File: src/hw/sfs_map.svh
/*
 * Constants of the steer fault supervisor: fault codes, timing figures
 * and table positions. Included by the package and the design modules;
 * assumes a single 25 MHz controller clock.
 */
`ifndef SFS_MAP_SVH
`define SFS_MAP_SVH

// ---------------------------------------------------------------
// Clock and timing
// ---------------------------------------------------------------
`define SFS_CLK_PERIOD_NS   40
`define SFS_TICK_MS         1
`define SFS_MS_CYCLES       ((`SFS_TICK_MS * 1000000) / `SFS_CLK_PERIOD_NS)
`define SFS_FLASH_ON_MS     250
`define SFS_FLASH_OFF_MS    250
`define SFS_DIGIT_GAP_MS    750
`define SFS_REPEAT_GAP_MS   1500

// ---------------------------------------------------------------
// Fault codes and table positions
// ---------------------------------------------------------------
`define SFS_CODE_NONE       6'h00
`define SFS_CODE_OVERCUR    6'h0C
`define SFS_CODE_CUR_SENSE  6'h0D
`define SFS_CODE_PRECHARGE  6'h0E
`define SFS_CODE_UNDERTEMP  6'h0F
`define SFS_CODE_OVERTEMP   6'h10
`define SFS_CODE_SEVERE_17  6'h11
`define SFS_CODE_FIVE_VOLT  6'h18
`define SFS_NUM_FAULTS      7

`endif

File: src/hw/sfs_pkg.sv
/*
 * Types of the steer fault supervisor.
 * Assumes sfs_map.svh is on the include path.
 */
`include "sfs_map.svh"

package sfs_pkg;

    // Steer fault actions, one-hot
    typedef enum logic [5:0] {
        SFS_ACT_WARN      = 6'h01,
        SFS_ACT_SHUTDOWN  = 6'h02,
        SFS_ACT_REDUCE    = 6'h04,
        SFS_ACT_MAX_ANGLE = 6'h08,
        SFS_ACT_WARN_SHUT = 6'h10,
        SFS_ACT_HOLD_SHUT = 6'h20
    } sfs_action_t;

    // Supervisor states, one-hot
    typedef enum logic [2:0] {
        SFS_ST_NORMAL = 3'h1,
        SFS_ST_DEFER  = 3'h2,
        SFS_ST_SHUT   = 3'h4
    } sfs_state_t;

    // One row of the fault table
    typedef struct packed {
        logic [5:0]  code;
        sfs_action_t action;
        logic        key_clear;
        logic        trac_stop;
    } sfs_fault_entry_t;

    // Control lines towards the steering stage and traction controller
    typedef struct packed {
        logic steer_enable;
        logic fault_out;
        logic reduced_current;
        logic angle_max;
        logic hold_position;
        logic traction_stop;
    } sfs_steer_ctl_t;

endpackage

File: src/hw/sfs_flasher.sv
/*
 * Status LED flasher: flashes a two-digit fault code as tens pulses,
 * a gap, units pulses and a rest, repeating while a code is present.
 * Assumes a one-cycle millisecond tick on the same clock.
 */
`timescale 1ns/1ps
`default_nettype none
`include "sfs_map.svh"

module sfs_flasher
    import sfs_pkg::*;
(
    // Clock and reset
    input  wire logic       sys_clk,
    input  wire logic       arst_n,
    // Code and time base
    input  wire logic       ms_tick,
    input  wire logic [5:0] code,
    // LED driver
    output logic            led
);

    typedef enum logic [4:0] {
        SFS_FL_IDLE = 5'h01,
        SFS_FL_ON   = 5'h02,
        SFS_FL_OFF  = 5'h04,
        SFS_FL_GAP  = 5'h08,
        SFS_FL_REST = 5'h10
    } sfs_flash_state_t;

    sfs_flash_state_t  state;
    logic [10:0]       ms_left;
    logic [3:0]        pulses;
    logic [3:0]        units;
    logic              on_units;

    // ---------------------------------------------------------------
    // Sequencer
    // ---------------------------------------------------------------
    always_ff @(posedge sys_clk or negedge arst_n)
    begin
        if (!arst_n)
        begin
            state    <= SFS_FL_IDLE;
            ms_left  <= 11'h000;
            pulses   <= 4'h0;
            units    <= 4'h0;
            on_units <= 1'b0;
        end
        else if (ms_tick && ms_left != 11'h000)
        begin
            ms_left <= ms_left - 11'h001;
        end
        else if (ms_tick)
        begin
            unique case (state)
                SFS_FL_IDLE:
                    if (code != `SFS_CODE_NONE)
                    begin
                        pulses   <= 4'(code / 6'h0A);
                        units    <= 4'(code % 6'h0A);
                        on_units <= 1'b0;
                        state    <= SFS_FL_ON;
                        ms_left  <= 11'(`SFS_FLASH_ON_MS - 1);
                    end
                SFS_FL_ON:
                begin
                    pulses  <= pulses - 4'h1;
                    state   <= SFS_FL_OFF;
                    ms_left <= 11'(`SFS_FLASH_OFF_MS - 1);
                end
                SFS_FL_OFF:
                    if (pulses != 4'h0)
                    begin
                        state   <= SFS_FL_ON;
                        ms_left <= 11'(`SFS_FLASH_ON_MS - 1);
                    end
                    else if (!on_units)
                    begin
                        state   <= SFS_FL_GAP;
                        ms_left <= 11'(`SFS_DIGIT_GAP_MS - 1);
                    end
                    else
                    begin
                        state   <= SFS_FL_REST;
                        ms_left <= 11'(`SFS_REPEAT_GAP_MS - 1);
                    end
                SFS_FL_GAP:
                begin
                    on_units <= 1'b1;
                    pulses   <= units;
                    if (units == 4'h0)
                    begin
                        state   <= SFS_FL_REST;
                        ms_left <= 11'(`SFS_REPEAT_GAP_MS - 1);
                    end
                    else
                    begin
                        state   <= SFS_FL_ON;
                        ms_left <= 11'(`SFS_FLASH_ON_MS - 1);
                    end
                end
                SFS_FL_REST:
                    state <= SFS_FL_IDLE;
                default:
                    state <= SFS_FL_IDLE;
            endcase
        end
    end

    // ---------------------------------------------------------------
    // LED output
    // ---------------------------------------------------------------
    always_ff @(posedge sys_clk or negedge arst_n)
    begin
        if (!arst_n)
            led <= 1'b0;
        else
            led <= (state == SFS_FL_ON);
    end

endmodule // sfs_flasher
`default_nettype wire

File: src/hw/sfs_supervisor.sv
/*
 * Steer fault supervisor: latches detected faults, applies each one's
 * steer and traction action, and flashes the active code on the LED.
 * Assumes fault detect levels come from logic on sys_clk, while the
 * keyswitch and traction-stopped levels arrive from pins.
 */
`timescale 1ns/1ps
`default_nettype none
`include "sfs_map.svh"

module sfs_supervisor
    import sfs_pkg::*;
#(
    parameter int NF        = `SFS_NUM_FAULTS,
    parameter int MS_CYCLES = `SFS_MS_CYCLES
)
(
    // Clock and reset
    input  wire logic          sys_clk,
    input  wire logic          arst_n,
    // Fault detectors, table order
    input  wire logic [NF-1:0] fault_detect,
    // Pins from the vehicle
    input  wire logic          keyswitch_input,
    input  wire logic          traction_stopped,
    // Programmed fault steering timeout in ms
    input  wire logic [15:0]   fault_timeout_ms,
    // Control and status
    output sfs_steer_ctl_t     steer_ctl,
    output logic [5:0]         active_code,
    output logic [NF-1:0]      fault_latched,
    output logic               status_led
);

    // ---------------------------------------------------------------
    // Fault table
    // ---------------------------------------------------------------
    localparam sfs_fault_entry_t TABLE [0:`SFS_NUM_FAULTS-1] = '{
        '{`SFS_CODE_OVERCUR,   SFS_ACT_SHUTDOWN,  1'b1, 1'b1},
        '{`SFS_CODE_CUR_SENSE, SFS_ACT_SHUTDOWN,  1'b1, 1'b1},
        '{`SFS_CODE_PRECHARGE, SFS_ACT_SHUTDOWN,  1'b1, 1'b1},
        '{`SFS_CODE_UNDERTEMP, SFS_ACT_WARN,      1'b0, 1'b0},
        '{`SFS_CODE_OVERTEMP,  SFS_ACT_WARN_SHUT, 1'b1, 1'b1},
        '{`SFS_CODE_SEVERE_17, SFS_ACT_SHUTDOWN,  1'b1, 1'b1},
        '{`SFS_CODE_FIVE_VOLT, SFS_ACT_HOLD_SHUT, 1'b1, 1'b1}
    };

    // ---------------------------------------------------------------
    // Pin synchronisers
    // ---------------------------------------------------------------
    logic [1:0] pin_s1;
    logic [1:0] pin_s2;
    logic [1:0] pin_s3;
    logic [1:0] pin_level;
    logic       key_on;
    logic       trac_stop_seen;

    always_ff @(posedge sys_clk or negedge arst_n)
    begin
        if (!arst_n)
        begin
            pin_s1    <= 2'h0;
            pin_s2    <= 2'h0;
            pin_s3    <= 2'h0;
            pin_level <= 2'h0;
        end
        else
        begin
            pin_s1 <= {traction_stopped, keyswitch_input};
            pin_s2 <= pin_s1;
            pin_s3 <= pin_s2;
            for (int b = 0; b < 2; b++)
            begin
                if (pin_s2[b] == pin_s3[b])
                    pin_level[b] <= pin_s3[b];
            end
        end
    end

    assign key_on         = pin_level[0];
    assign trac_stop_seen = pin_level[1];

    // ---------------------------------------------------------------
    // Millisecond time base
    // ---------------------------------------------------------------
    logic [$clog2(MS_CYCLES)-1:0] ms_count;
    logic                         ms_tick;

    always_ff @(posedge sys_clk or negedge arst_n)
    begin
        if (!arst_n)
        begin
            ms_count <= '0;
            ms_tick  <= 1'b0;
        end
        else if (ms_count == $bits(ms_count)'(MS_CYCLES - 1))
        begin
            ms_count <= '0;
            ms_tick  <= 1'b1;
        end
        else
        begin
            ms_count <= ms_count + 1'b1;
            ms_tick  <= 1'b0;
        end
    end

    // ---------------------------------------------------------------
    // Fault latches
    // ---------------------------------------------------------------
    logic [NF-1:0] latched;

    always_ff @(posedge sys_clk or negedge arst_n)
    begin
        if (!arst_n)
            latched <= '0;
        else
        begin
            for (int i = 0; i < NF; i++)
            begin
                // A new detection wins over any clear in the same cycle
                if (fault_detect[i])
                    latched[i] <= 1'b1;
                else if (TABLE[i].key_clear && !key_on)
                    latched[i] <= 1'b0;
                else if (!TABLE[i].key_clear)
                    latched[i] <= 1'b0;
            end
        end
    end

    // ---------------------------------------------------------------
    // Action summary of all latched faults
    // ---------------------------------------------------------------
    logic any_shut;
    logic any_warn_shut;
    logic any_hold_shut;
    logic any_reduce;
    logic any_max_angle;
    logic any_trac_stop;

    always_comb
    begin
        any_shut      = 1'b0;
        any_warn_shut = 1'b0;
        any_hold_shut = 1'b0;
        any_reduce    = 1'b0;
        any_max_angle = 1'b0;
        any_trac_stop = 1'b0;
        for (int i = 0; i < NF; i++)
        begin
            if (latched[i])
            begin
                // Warning-only rows add nothing here
                unique case (TABLE[i].action)
                    SFS_ACT_WARN:      ;
                    SFS_ACT_SHUTDOWN:  any_shut      = 1'b1;
                    SFS_ACT_REDUCE:    any_reduce    = 1'b1;
                    SFS_ACT_MAX_ANGLE: any_max_angle = 1'b1;
                    SFS_ACT_WARN_SHUT: any_warn_shut = 1'b1;
                    SFS_ACT_HOLD_SHUT: any_hold_shut = 1'b1;
                endcase
                if (TABLE[i].trac_stop)
                    any_trac_stop = 1'b1;
            end
        end
    end

    // ---------------------------------------------------------------
    // Supervisor state
    // ---------------------------------------------------------------
    sfs_state_t  state;
    sfs_state_t  next_state;
    logic [15:0] defer_ms;
    logic        deferred;
    logic        defer_done;

    assign deferred   = any_warn_shut | any_hold_shut;
    assign defer_done = trac_stop_seen || (defer_ms >= fault_timeout_ms);

    always_comb
    begin
        next_state = state;
        unique case (state)
            SFS_ST_NORMAL:
                if (any_shut)
                    next_state = SFS_ST_SHUT;
                else if (deferred)
                    next_state = SFS_ST_DEFER;
            SFS_ST_DEFER:
                if (any_shut || (deferred && defer_done))
                    next_state = SFS_ST_SHUT;
                else if (!deferred)
                    next_state = SFS_ST_NORMAL;
            SFS_ST_SHUT:
                if (!any_shut && !deferred)
                    next_state = SFS_ST_NORMAL;
            default:
                next_state = SFS_ST_SHUT;
        endcase
    end

    always_ff @(posedge sys_clk or negedge arst_n)
    begin
        if (!arst_n)
            state <= SFS_ST_NORMAL;
        else
            state <= next_state;
    end

    // Fault steering timer, counts only while deferring
    always_ff @(posedge sys_clk or negedge arst_n)
    begin
        if (!arst_n)
            defer_ms <= 16'h0000;
        else if (state != SFS_ST_DEFER)
            defer_ms <= 16'h0000;
        else if (ms_tick && defer_ms != 16'hFFFF)
            defer_ms <= defer_ms + 16'h0001;
    end

    // ---------------------------------------------------------------
    // Control outputs
    // ---------------------------------------------------------------
    sfs_steer_ctl_t next_ctl;

    always_comb
    begin
        next_ctl.steer_enable    = key_on && (next_state != SFS_ST_SHUT);
        next_ctl.fault_out       = key_on && (next_state != SFS_ST_SHUT);
        next_ctl.reduced_current = any_reduce;
        next_ctl.angle_max       = any_max_angle;
        next_ctl.hold_position   = (next_state == SFS_ST_DEFER)
                                   && any_hold_shut;
        next_ctl.traction_stop   = any_trac_stop;
    end

    always_ff @(posedge sys_clk or negedge arst_n)
    begin
        if (!arst_n)
            steer_ctl <= '0;
        else
            steer_ctl <= next_ctl;
    end

    // ---------------------------------------------------------------
    // Active code, lowest table position first
    // ---------------------------------------------------------------
    logic [5:0] next_code;

    always_comb
    begin
        next_code = `SFS_CODE_NONE;
        for (int i = NF - 1; i >= 0; i--)
        begin
            if (latched[i])
                next_code = TABLE[i].code;
        end
    end

    always_ff @(posedge sys_clk or negedge arst_n)
    begin
        if (!arst_n)
        begin
            active_code   <= `SFS_CODE_NONE;
            fault_latched <= '0;
        end
        else
        begin
            active_code   <= next_code;
            fault_latched <= latched;
        end
    end

    // ---------------------------------------------------------------
    // Status LED
    // ---------------------------------------------------------------
    sfs_flasher u_flasher (
        .sys_clk (sys_clk),
        .arst_n  (arst_n),
        .ms_tick (ms_tick),
        .code    (active_code),
        .led     (status_led)
    );

endmodule // sfs_supervisor
`default_nettype wire

File: config.mk
export PLATFORM = sky130hd
export DESIGN_NAME = sfs_supervisor
export DESIGN_NICKNAME = d
export VERILOG_FILES = /design/src/hw/sfs_pkg.sv /design/src/hw/sfs_flasher.sv /design/src/hw/sfs_supervisor.sv
export VERILOG_INCLUDE_DIRS = /design/src /design/src/hw
export SDC_FILE = /design/constraint.sdc
export NUM_CORES = 1
export LEC_CHECK = 0
export BUFFER_PORTS_ARGS = -buffer_cell sky130_fd_sc_hd__buf_2
export CAP_MARGIN = 0
export CORE_ASPECT_RATIO = 1.4
export CORE_MARGIN = 2
export CORE_UTILIZATION = 59
export CTS_CLUSTER_DIAMETER = 150
export CTS_CLUSTER_SIZE = 20
export DETAILED_ROUTE_END_ITERATION = 10
export PLACE_DENSITY = 0.8
export RECOVER_POWER = 25
export SYNTH_ARGS = -nofsm -noshare
export SYNTH_HDL_FRONTEND = slang
export SYNTH_HIERARCHICAL = 1
export SYNTH_SLANG_ARGS = --single-unit
File: constraint.sdc
create_clock -name sys_clk -period 2.41 [get_ports sys_clk]
set_input_delay 0.3615 -clock sys_clk [delete_from_list [all_inputs] [get_ports sys_clk]]
set_output_delay 0.3615 -clock sys_clk [all_outputs]
set_load 0.02 [all_outputs]
==> results of run 1 <==
==> Yosys cell counts, types with 6 or more instances <==
library cell | n | share of area, %
a21o_1 | 9 | 1.4
a21oi_1 | 17 | 1.8
and3_1 | 11 | 1.4
clkbuf_1 | 6 | 0.46
dfrtp_1 | 89 | 46
ha_1 | 21 | 5.4
inv_1 | 32 | 2.5
nand2_1 | 32 | 2.5
nand2b_1 | 6 | 0.77
nand3_1 | 19 | 2.0
nand4_1 | 9 | 1.2
nor2_1 | 61 | 4.7
nor3_1 | 11 | 1.1
nor4_1 | 6 | 0.77
o21ai_0 | 18 | 1.9
xnor2_1 | 15 | 2.7
xor2_1 | 17 | 3.1
==> how the worst max path moves through the flow <==
| stage | start | to | slack [ns] | cells after the start |
|---|---|---|---|---|
| floorplan | u_flasher/ms_left[0] | u_flasher/units[0] | 0.35 | 7 |
| global placement | fault_timeout_ms[5] | state[2] | 0.23 | 8 |
| detailed placement | fault_timeout_ms[5] | state[2] | 0.20 | 8 |
| CTS | defer_ms[5] | state[2] | 0.24 | 6 |
| global route | defer_ms[5] | state[2] | 0.14 | 6 |
| finish | u_flasher/ms_left[0] | u_flasher/units[0] | 0.25 | 6 |
==> per-layer routing <==
layer | GRT usage (%) | routed length [um]
met2 | 44.7 | 5690
met4 | 11.9 | 254
met3 | 4.32 | 376
met1 | 26.8 | 4050
met5 | 0 | 0
==> through the flow <==
stage | utilization (%) | area, sq um | hold WS (ns)
floorplan | - | 4890 | 0.0659
global placement | 64.8 | 5220 | 0.333
detailed placement | 64.8 | 5220 | 0.335
CTS | 69.2 | 5570 | 0.0466
global route | 69.2 | 5570 | 0.112
finish | 69.2 | 5570 | 0.120
==> kinds of logic (layout without fill, tap and decap cells) <==
kind of cell | Yosys count | after routing
flops | 91 | 91
xor+xnor | 32 | 32
simple gates | 196 | 196
compound gates | 89 | 89
buf+inv | 47 | 99
mux | 9 | 9
other cells | 1 | 12
fa+ha+maj | 23 | 23
==> sequential cells by signal (all words and copies together) (netlist names), 4 cells and up <==
name	flops
u_flasher/pulses	4
u_flasher/units	4
latched	7
u_flasher/ms_left	11
active_code	5
u_flasher/state	5
fault_latched	7
ms_count	15
defer_ms	16
==> cell type report <==
| cell class | instances | share of cell area [%] |
|---|---|---|
| clock buffers | 10 | 4.29 |
| flip-flops and latches | 91 | 40.9 |
| clock inverters | 6 | 2.00 |
| well taps | 102 | 2.29 |
| multi-input cells | 361 | 43.1 |
| inverters | 32 | 2.16 |
| repair buffers | 51 | 5.17 |
==> cell usage in the layout (no fill, tap or decap), types with 4 or more instances in the layout <==
master,instances
a21oi_1,17
mux2_2,4
a31oi_1,5
clkbuf_16,9
xor2_1,17
and4_1,4
inv_1,32
nor2b_1,5
dfrtp_1,89
nor4_1,6
xnor2_1,15
nand3_1,19
ha_1,21
o211ai_1,5
mux2i_1,4
buf_2,42
and3_1,11
buf_4,7
nand2_1,32
nand2b_1,6
nor2_1,61
o21ai_0,18
a21o_1,9
nand3b_1,5
nor3_1,11
conb_1,12
nand4_1,9
==> critical path, delay by kind of cell, from the launching register on <==
family | cells | cell delay, ns
simple gates | 3 | 0.98
flops | 1 | 0.38
mux | 1 | 0.34
fa+ha+maj | 1 | 0.25
buf+inv | 1 | 0.10
==> power groups by stage <==
stage / registers [mW] / clock network (mW) / logic (mW)
2_1_floorplan: 1.63 / 0 / 0.0683
3_3_place_gp: 1.62 / 0 / 0.156
3_5_place_dp: 1.62 / 0 / 0.162
4_1_cts: 1.59 / 1.65 / 0.163
5_1_grt: 1.60 / 1.71 / 0.181
6_report: 1.59 / 1.62 / 0.161
==> metrics, run 1 <==
FF-to-FF setup slack=0.25 ns; Final period util=89.8%; XOR/XNOR Fraction of Synth Area=~5.8%; Filler cells=between 600 and 700; crit path cell chain=inv_1, ha_1, nor4b_4, nand3_2, or3b_1, mux2_4; area of the multi-input gates=2400 sq um; Syn. warnings=6; root buffer cell=clkbuf_16; post-synthesis mux area share=between 2 and 2.5%; # DRC=0; clock latency on the worst-skew pair=approximately 0.34 ns; Num CTS Buffers=9; wire per inst=around 16 um; status=completed; R2R depth=6; area of the core=just over 8000 sq um; filler-free cell count of the finished design=653; power density over the cells=607 nW/um^2; RSZ-0062 raised after global routing=false; PortBufs=43; GR Overflow Total=0; Final Max Tran Viols=0; placed wire-length estimate=approximately 7500 um; clock-pin slew on the worst setup and hold paths=~0.06 ns; final WL=between 10000 and 15000 um; Sequential cell area=approximately 2300 sq um; syn_area_per_cell=approximately 10 sq um; post-route minimum period=~2.2 ns; Comb pwr share=roughly 4.8%; internal power=between 2 and 3 mW; crit-path max FO=8; Post-synth top flop=dfrtp_1; antenna fix cells=0; Die W=80.7 um; hold buffers post-CTS=0; critical path data required time=around 2.6 ns; TritonRoute pass-1 iters=4; hold path depth=1; Sink Count=91; Cells after Synth=488; crit start category=flip-flop; Placer Congestion=0.870; Max-Cap Viols=0; number of synthesized register bits=91; number of global-route vias before repair=~3.8k; IO Count=47; Core Rows=39; Worst Clk Skew=0.00556 ns; sequential fraction of design power=between 40% and 50%; die footprint=8980 sq um; # setup viols final=0; maximum vdd drop=between 0.4 and 0.5 mV; Layout Nets=594; CP Capture Type=flip-flop; vias=around 3.8k; Synth Area in Adders=just under 6%; CP max stage cell=or3b_1; clock buffer depth=2; post-route ant nets=0; initial core utilization=60.3%; share of cells above drive strength 1=roughly 17%; classification of the worst-slack hold path=primary input to flip-flop; antenna violations before repair=0; Synth Area in Compound Gates=around 13%; main combinational cell family by area after synthesis=simple AND/OR/NAND/NOR gates; sw frac=21.1%; H-tree Lvls=3; worst reg2reg path startpoint=u_flasher/ms_left[0]; Slew @ Worst Pin=1.20 ns; Slew Limit Headroom=between 20 and 25%; hold_sp=traction_stopped; Post-Syn Area=4850 sq um; type of the worst setup path=flip-flop to flip-flop; post-synthesis sequential area ratio=between 40% and 50%; die height=about 110 um; final setup margin=between 0.2 and 0.25 ns; pre-CTS WS=around 0.2 ns; Resized cells post-CTS=0; GRT Util Overall=between 20 and 25%; largest stage delay on the critical path=roughly 0.53 ns; largest net degree at the start of global routing=49; Vias/cell=approximately 6; Peak Freq=462 MHz; RR Endpoint=u_flasher/units[0]; Switching Power=between 0.7 and 0.8 mW; DP Cell Count=approximately 640; Layout area overhead=14.7%; Hold Vio Cnt, Final=0; Post-synth EDFFs=0; Post-synth ARST share=100%; initial drt markers=237; global-route wire length before repair=around 17000 um; post-synth cell types=around 70; Power Total=roughly 3.4 mW; Synth Area in Simple Gates=22.3%; Static Leak=roughly 2.6 nW; Post-CTS Setup Inserts=0; Clk network pwr share=roughly 48%; Worst Hold End=pin_s1[1]; CTS tree=yes; crit path DAT=roughly 2.4 ns; TNS Setup=0 ns
(Power assumes the default switching activity.)
==> run 2: changes to the inputs <==
--- a/config.mk
+++ b/config.mk
@@ -10,11 +10,11 @@
 export CAP_MARGIN = 0
 export CORE_ASPECT_RATIO = 1.4
 export CORE_MARGIN = 2
-export CORE_UTILIZATION = 59
+export CORE_UTILIZATION = 55
 export CTS_CLUSTER_DIAMETER = 150
 export CTS_CLUSTER_SIZE = 20
 export DETAILED_ROUTE_END_ITERATION = 10
-export PLACE_DENSITY = 0.8
+export PLACE_DENSITY = 0.75
 export RECOVER_POWER = 25
 export SYNTH_ARGS = -nofsm -noshare
 export SYNTH_HDL_FRONTEND = slang
==> run 2 against run 1 <==
  * Via count down 2.3%
  * Combinational power is 2% lower
  * Global-route usage decreased by 2.5 points
  * First-iteration DRC count is 5.5% higher
  * Critical path depth is the same
  * Final cell count is 0.15% higher
  * Maximum frequency increased by 1.6%
  * Die area increased by 7.0%
  * Sequential power about the same
  * Clock-buffer cell count up 1
  * Critical path type unchanged
  * Highest routed layer unchanged
==> metrics, run 2 (same netlist as run 1, synthesis figures left out) <==
pre-CTS WS=between 0.15 and 0.2 ns; Sink Count=91; number of global-route vias before repair=between 3k and 4k; clock-pin slew on the worst setup and hold paths=around 0.060 ns; share of cells above drive strength 1=16.2%; highest-count cells in the layout ignoring fill and taps=dfrtp_1, nor2_1, buf_2; area of the core=between 8000 and 9000 sq um; Slew @ Worst Pin=approximately 1.1 ns; post-route minimum period=around 2.1 ns; H-tree Lvls=3; antenna fix cells=0; Static Leak=around 2.5 nW; Peak Freq=roughly 470 MHz; # setup viols final=0; IO Count=47; post-route ant nets=0; die footprint=9600 sq um; Layout area overhead=13.2%; antenna violations before repair=0; largest net degree at the start of global routing=50; Power Total=~3.1 mW; root buffer cell=clkbuf_16; maximum vdd drop=just over 0.4 mV; final WL=about 9700 um; type of the worst setup path=flip-flop to flip-flop; Vias/cell=~5.7; Post-CTS Setup Inserts=0; global-route wire length before repair=17100 um; Core Rows=40; Layout Nets=slightly below 600; Die W=around 83 um; clock latency on the worst-skew pair=between 0.3 and 0.4 ns; classification of the worst-slack hold path=primary input to flip-flop; wire per inst=14.8 um; initial drt markers=250; Worst Clk Skew=0.00500 ns; TNS Setup=0 ns; initial core utilization=~57%; Hold Vio Cnt, Final=0; power density over the cells=approximately 570 nW/um^2; vias=3751; CTS tree=yes; Regs by FF count=defer_ms (16), ms_count (15), u_flasher/ms_left (11); hold buffers post-CTS=0; most common cell after layout, fill and taps aside=dfrtp_1; Final period util=88.4%; crit-path max FO=5; Resized cells post-CTS=0; status=completed; PortBufs=between 40 and 50; Final Max Tran Viols=0; crit path DAT=2.36 ns; Num CTS Buffers=9; placed wire-length estimate=slightly above 7000 um; CP Capture Type=flip-flop; die height=around 120 um; clock buffer depth=2; filler-free cell count of the finished design=between 600 and 700; # DRC=0; DP Cell Count=638; RSZ-0062 raised after global routing=false; crit start category=flip-flop; Slew Limit Headroom=roughly 27%; critical path data required time=around 2.6 ns; Top reg by flops=defer_ms; TritonRoute pass-1 iters=4; Hold WS=around 0.12 ns; GR Overflow Total=0; max reg flops=16; Max-Cap Viols=0; Placer Congestion=roughly 0.86; final setup margin=~0.28 ns; GRT Util Overall=between 20 and 25%
## run 2: power by group
part | switching (mW) | internal (mW)
sequential | 0.0336 | 1.56
clock | 0.564 | 0.802
combinational | 0.0949 | 0.0626
total | 0.693 | 2.42
## run 2: through the flow
step | cell area [sq um] | util, %
floorplan | 4890 | -
global placement | 5210 | 60.9
detailed placement | 5210 | 60.9
CTS | 5500 | 64.2
global route | 5500 | 64.2
finish | 5500 | 64.2
## run 2: path summary, 6_finish.rpt
check / startpoint / end / slack (ns) / depth (start not counted)
min in group asynchronous: arst_n / fault_latched[3] / 0.22 / 1
max in group asynchronous: arst_n / u_flasher/state[0] / 1.33 / 2
worst max-delay path: defer_ms[5] / state[2] / 0.28 / 6
worst min-delay path: traction_stopped / pin_s1[1] / 0.12 / 1
worst max register to register: defer_ms[5] / state[2] / 0.28 / 6
worst min register to register: pin_s1[0] / pin_s2[0] / 0.35 / 0
## run 2: layout make-up
class	instances	area, sq um
flip-flops and latches	91	2280
repair buffers	49	273
clock buffers	11	233
multi-input cells	361	2400
fillers	693	3060
well taps	105	131
clock inverters	5	56.3
inverters	32	120
## run 2: per-layer routing
metal | GRT usage [%] | wire [um] | vias to the layer above
li1 | - | - | 1823
met1 | 24.9 | 3930 | 1836
met2 | 39.5 | 5170 | 69
met3 | 4.31 | 297 | 23
met4 | 12.0 | 276 | 0
met5 | 0 | 0 | -
## run 2: critical path, cell delays in order, from the launching register on
cell	delay (ns)
dfrtp_1	0.41
ha_1	0.31
a21o_1	0.17
a2111oi_0	0.35
and3b_1	0.22
a211o_1	0.36
a21bo_1	0.19
==> run 3: changes to the inputs <==
--- a/config.mk
+++ b/config.mk
@@ -8,7 +8,6 @@
 export LEC_CHECK = 0
 export BUFFER_PORTS_ARGS = -buffer_cell sky130_fd_sc_hd__buf_2
 export CAP_MARGIN = 0
-export CORE_ASPECT_RATIO = 1.4
 export CORE_MARGIN = 2
 export CORE_UTILIZATION = 55
 export CTS_CLUSTER_DIAMETER = 150
==> run 3 against run 2 <==
  * Via count is 1.7% higher
  * Critical endpoint unchanged
  * Total power is 8.9% lower
  * Global-route usage hardly changed
  * Hold slack worse by 0.033 ns
  * Largest power group unchanged
==> metrics, run 3 (same netlist as run 1, synthesis figures left out) <==
status=completed; antenna violations before repair=0; GRT Util Overall=between 20 and 25%; Filler cells=731; # DRC=0; Sink Count=a little over 90; RSZ-0062 raised after global routing=false; power density over the cells=~520 nW/um^2; share of cells above drive strength 1=around 17%; post-route ant nets=0; IO Count=47; TritonRoute pass-1 iters=5; Static Leak=2.48 nW; crit path DAT=about 2.5 ns; CTS tree=yes; pre-CTS WS=around 0.15 ns; Slew Limit Headroom=approximately 36%; die height=just under 100 um; Final period util=92.8%; crit-path max FO=4; placed wire-length estimate=~7300 um; critical path startpoint=defer_ms[0]; Peak Freq=between 400 and 500 MHz; clock-pin slew on the worst setup and hold paths=approximately 0.1 ns; Slew @ Worst Pin=0.960 ns; Core Rows=34; crit start category=flip-flop; clock buffer depth=2; largest net degree at the start of global routing=40; initial drt markers=approximately 240; max reg flops=16; Layout area overhead=11.9%; Final Max Tran Viols=0; final WL=slightly below 10000 um; post-route minimum period=approximately 2.2 ns; # setup viols final=0; largest stage delay on the critical path=around 0.54 ns; Vias/cell=about 5.8; RR Endpoint=state[2]; highest-count cells in the layout ignoring fill and taps=dfrtp_1, nor2_1, buf_2; die footprint=9590 sq um; wire per inst=approximately 15 um; area of the core=between 8000 and 9000 sq um; global-route wire length before repair=roughly 17000 um; type of the worst setup path=flip-flop to flip-flop; number of global-route vias before repair=3873; final setup margin=~0.17 ns; PortBufs=43; critical path data required time=2.68 ns; clock latency on the worst-skew pair=between 0.3 and 0.4 ns; Final Util=a little over three fifths; vias=3814; Hold WS=~0.087 ns; antenna fix cells=0; most common cell after layout, fill and taps aside=dfrtp_1; Die W=between 90 and 100 um; Layout Nets=roughly 590; TNS Setup=0 ns; Num CTS Buffers=9; H-tree Lvls=3; initial core utilization=a little under three fifths; root buffer cell=clkbuf_8; FF-to-FF setup slack=around 0.17 ns; classification of the worst-slack hold path=primary input to flip-flop; GR Overflow Total=0; worst reg2reg path startpoint=defer_ms[0]; Placer Congestion=between 0.9 and 1; Top reg by flops=defer_ms; maximum vdd drop=0.288 mV; Worst Clk Skew=~0.016 ns; CP Capture Type=flip-flop; Regs by FF count=defer_ms (16), ms_count (15), u_flasher/ms_left (11); crit path capture=state[2]; Max-Cap Viols=0; CP max stage cell=a2111oi_0; crit path cell chain=inv_1, ha_1, nand2b_1, a2111oi_0, o21ai_0, a211o_1, a21bo_1; Hold Vio Cnt, Final=0; R2R depth=7
==> run 3: cell types whose count changed in the layout (fill, tap and decap cells not counted) <==
cell | before | now
buf_4 | 5 | 6
clkbuf_1 | 2 | 1
clkinvlp_4 | 1 | 0
clkinv_2 | 2 | 1
buf_2 | 42 | 41
inv_8 | 0 | 1
clkbuf_16 | 9 | 0
dlygate4sd3_1 | 0 | 1
inv_6 | 0 | 3
clkbuf_8 | 0 | 9
==> run 3: routing by layer <==
layer / global-route usage (%) / vias to the layer above / routed length, um
li1: - / 1840 / -
met1: 28.4 / 1858 / 4410
met2: 36.9 / 93 / 4900
met3: 3.79 / 23 / 343
met4: 9.83 / 0 / 221
met5: 0 / - / 0
==> run 3: worst min-delay path by stage <==
stage / startpoint / to / cells past startpoint
final: traction_stopped / pin_s1[1] / 1
after global routing: traction_stopped / pin_s1[1] / 1
after CTS: traction_stopped / pin_s1[1] / 1
after detailed placement: pin_s1[1] / pin_s2[1] / 0
after global placement: pin_s1[1] / pin_s2[1] / 0
after floorplan: arst_n / active_code[0] / 0
==> run 3: cell type report <==
| cell class | instances | area (sq um) | share of cell area, % |
|---|---|---|---|
| multi-input combinational | 361 | 2400 | 44.2 |
| sequential | 91 | 2280 | 42.0 |
| timing repair buffer | 51 | 289 | 5.32 |
| tap | 108 | 135 | 2.49 |
| clock buffer | 9 | 124 | 2.28 |
| inverter | 32 | 120 | 2.21 |
| clock inverter | 7 | 81.3 | 1.50 |
==> run 3: timing repair <==
action / in CTS / in global routing
buffers inserted: 0 / 0
endpoints found under the setup margin: 0 / 0
hold buffers: 1 / 0
hold endpoints to repair: 36 / 0
resized for setup: 0 / 0
==> run 3: power breakdown <==
part	internal, mW	switching (mW)
Combinational	0.0643	0.0976
Sequential	1.56	0.0339
Clock	0.498	0.587
Total	2.12	0.719
==> run 3: worst max-delay path, delay by kind of cell (launching register included) <==
family,cells,cell delay [ns]
AOI/OAI and AO/OA,4,1.26
adders and majority gates,1,0.23
buffers and inverters,1,0.10
DFF,1,0.40
and+or+nand+nor,1,0.15
==> run 3: metrics by stage <==
step           cell area (sq um)  instances  power [mW]
2_1_floorplan               4890        499        1.70
3_3_place_gp                5220        642        1.78
3_5_place_dp                5220        642        1.79
4_1_cts                     5440        659        2.87
5_1_grt                     5430        659        2.97
6_report                    5430        659        2.84
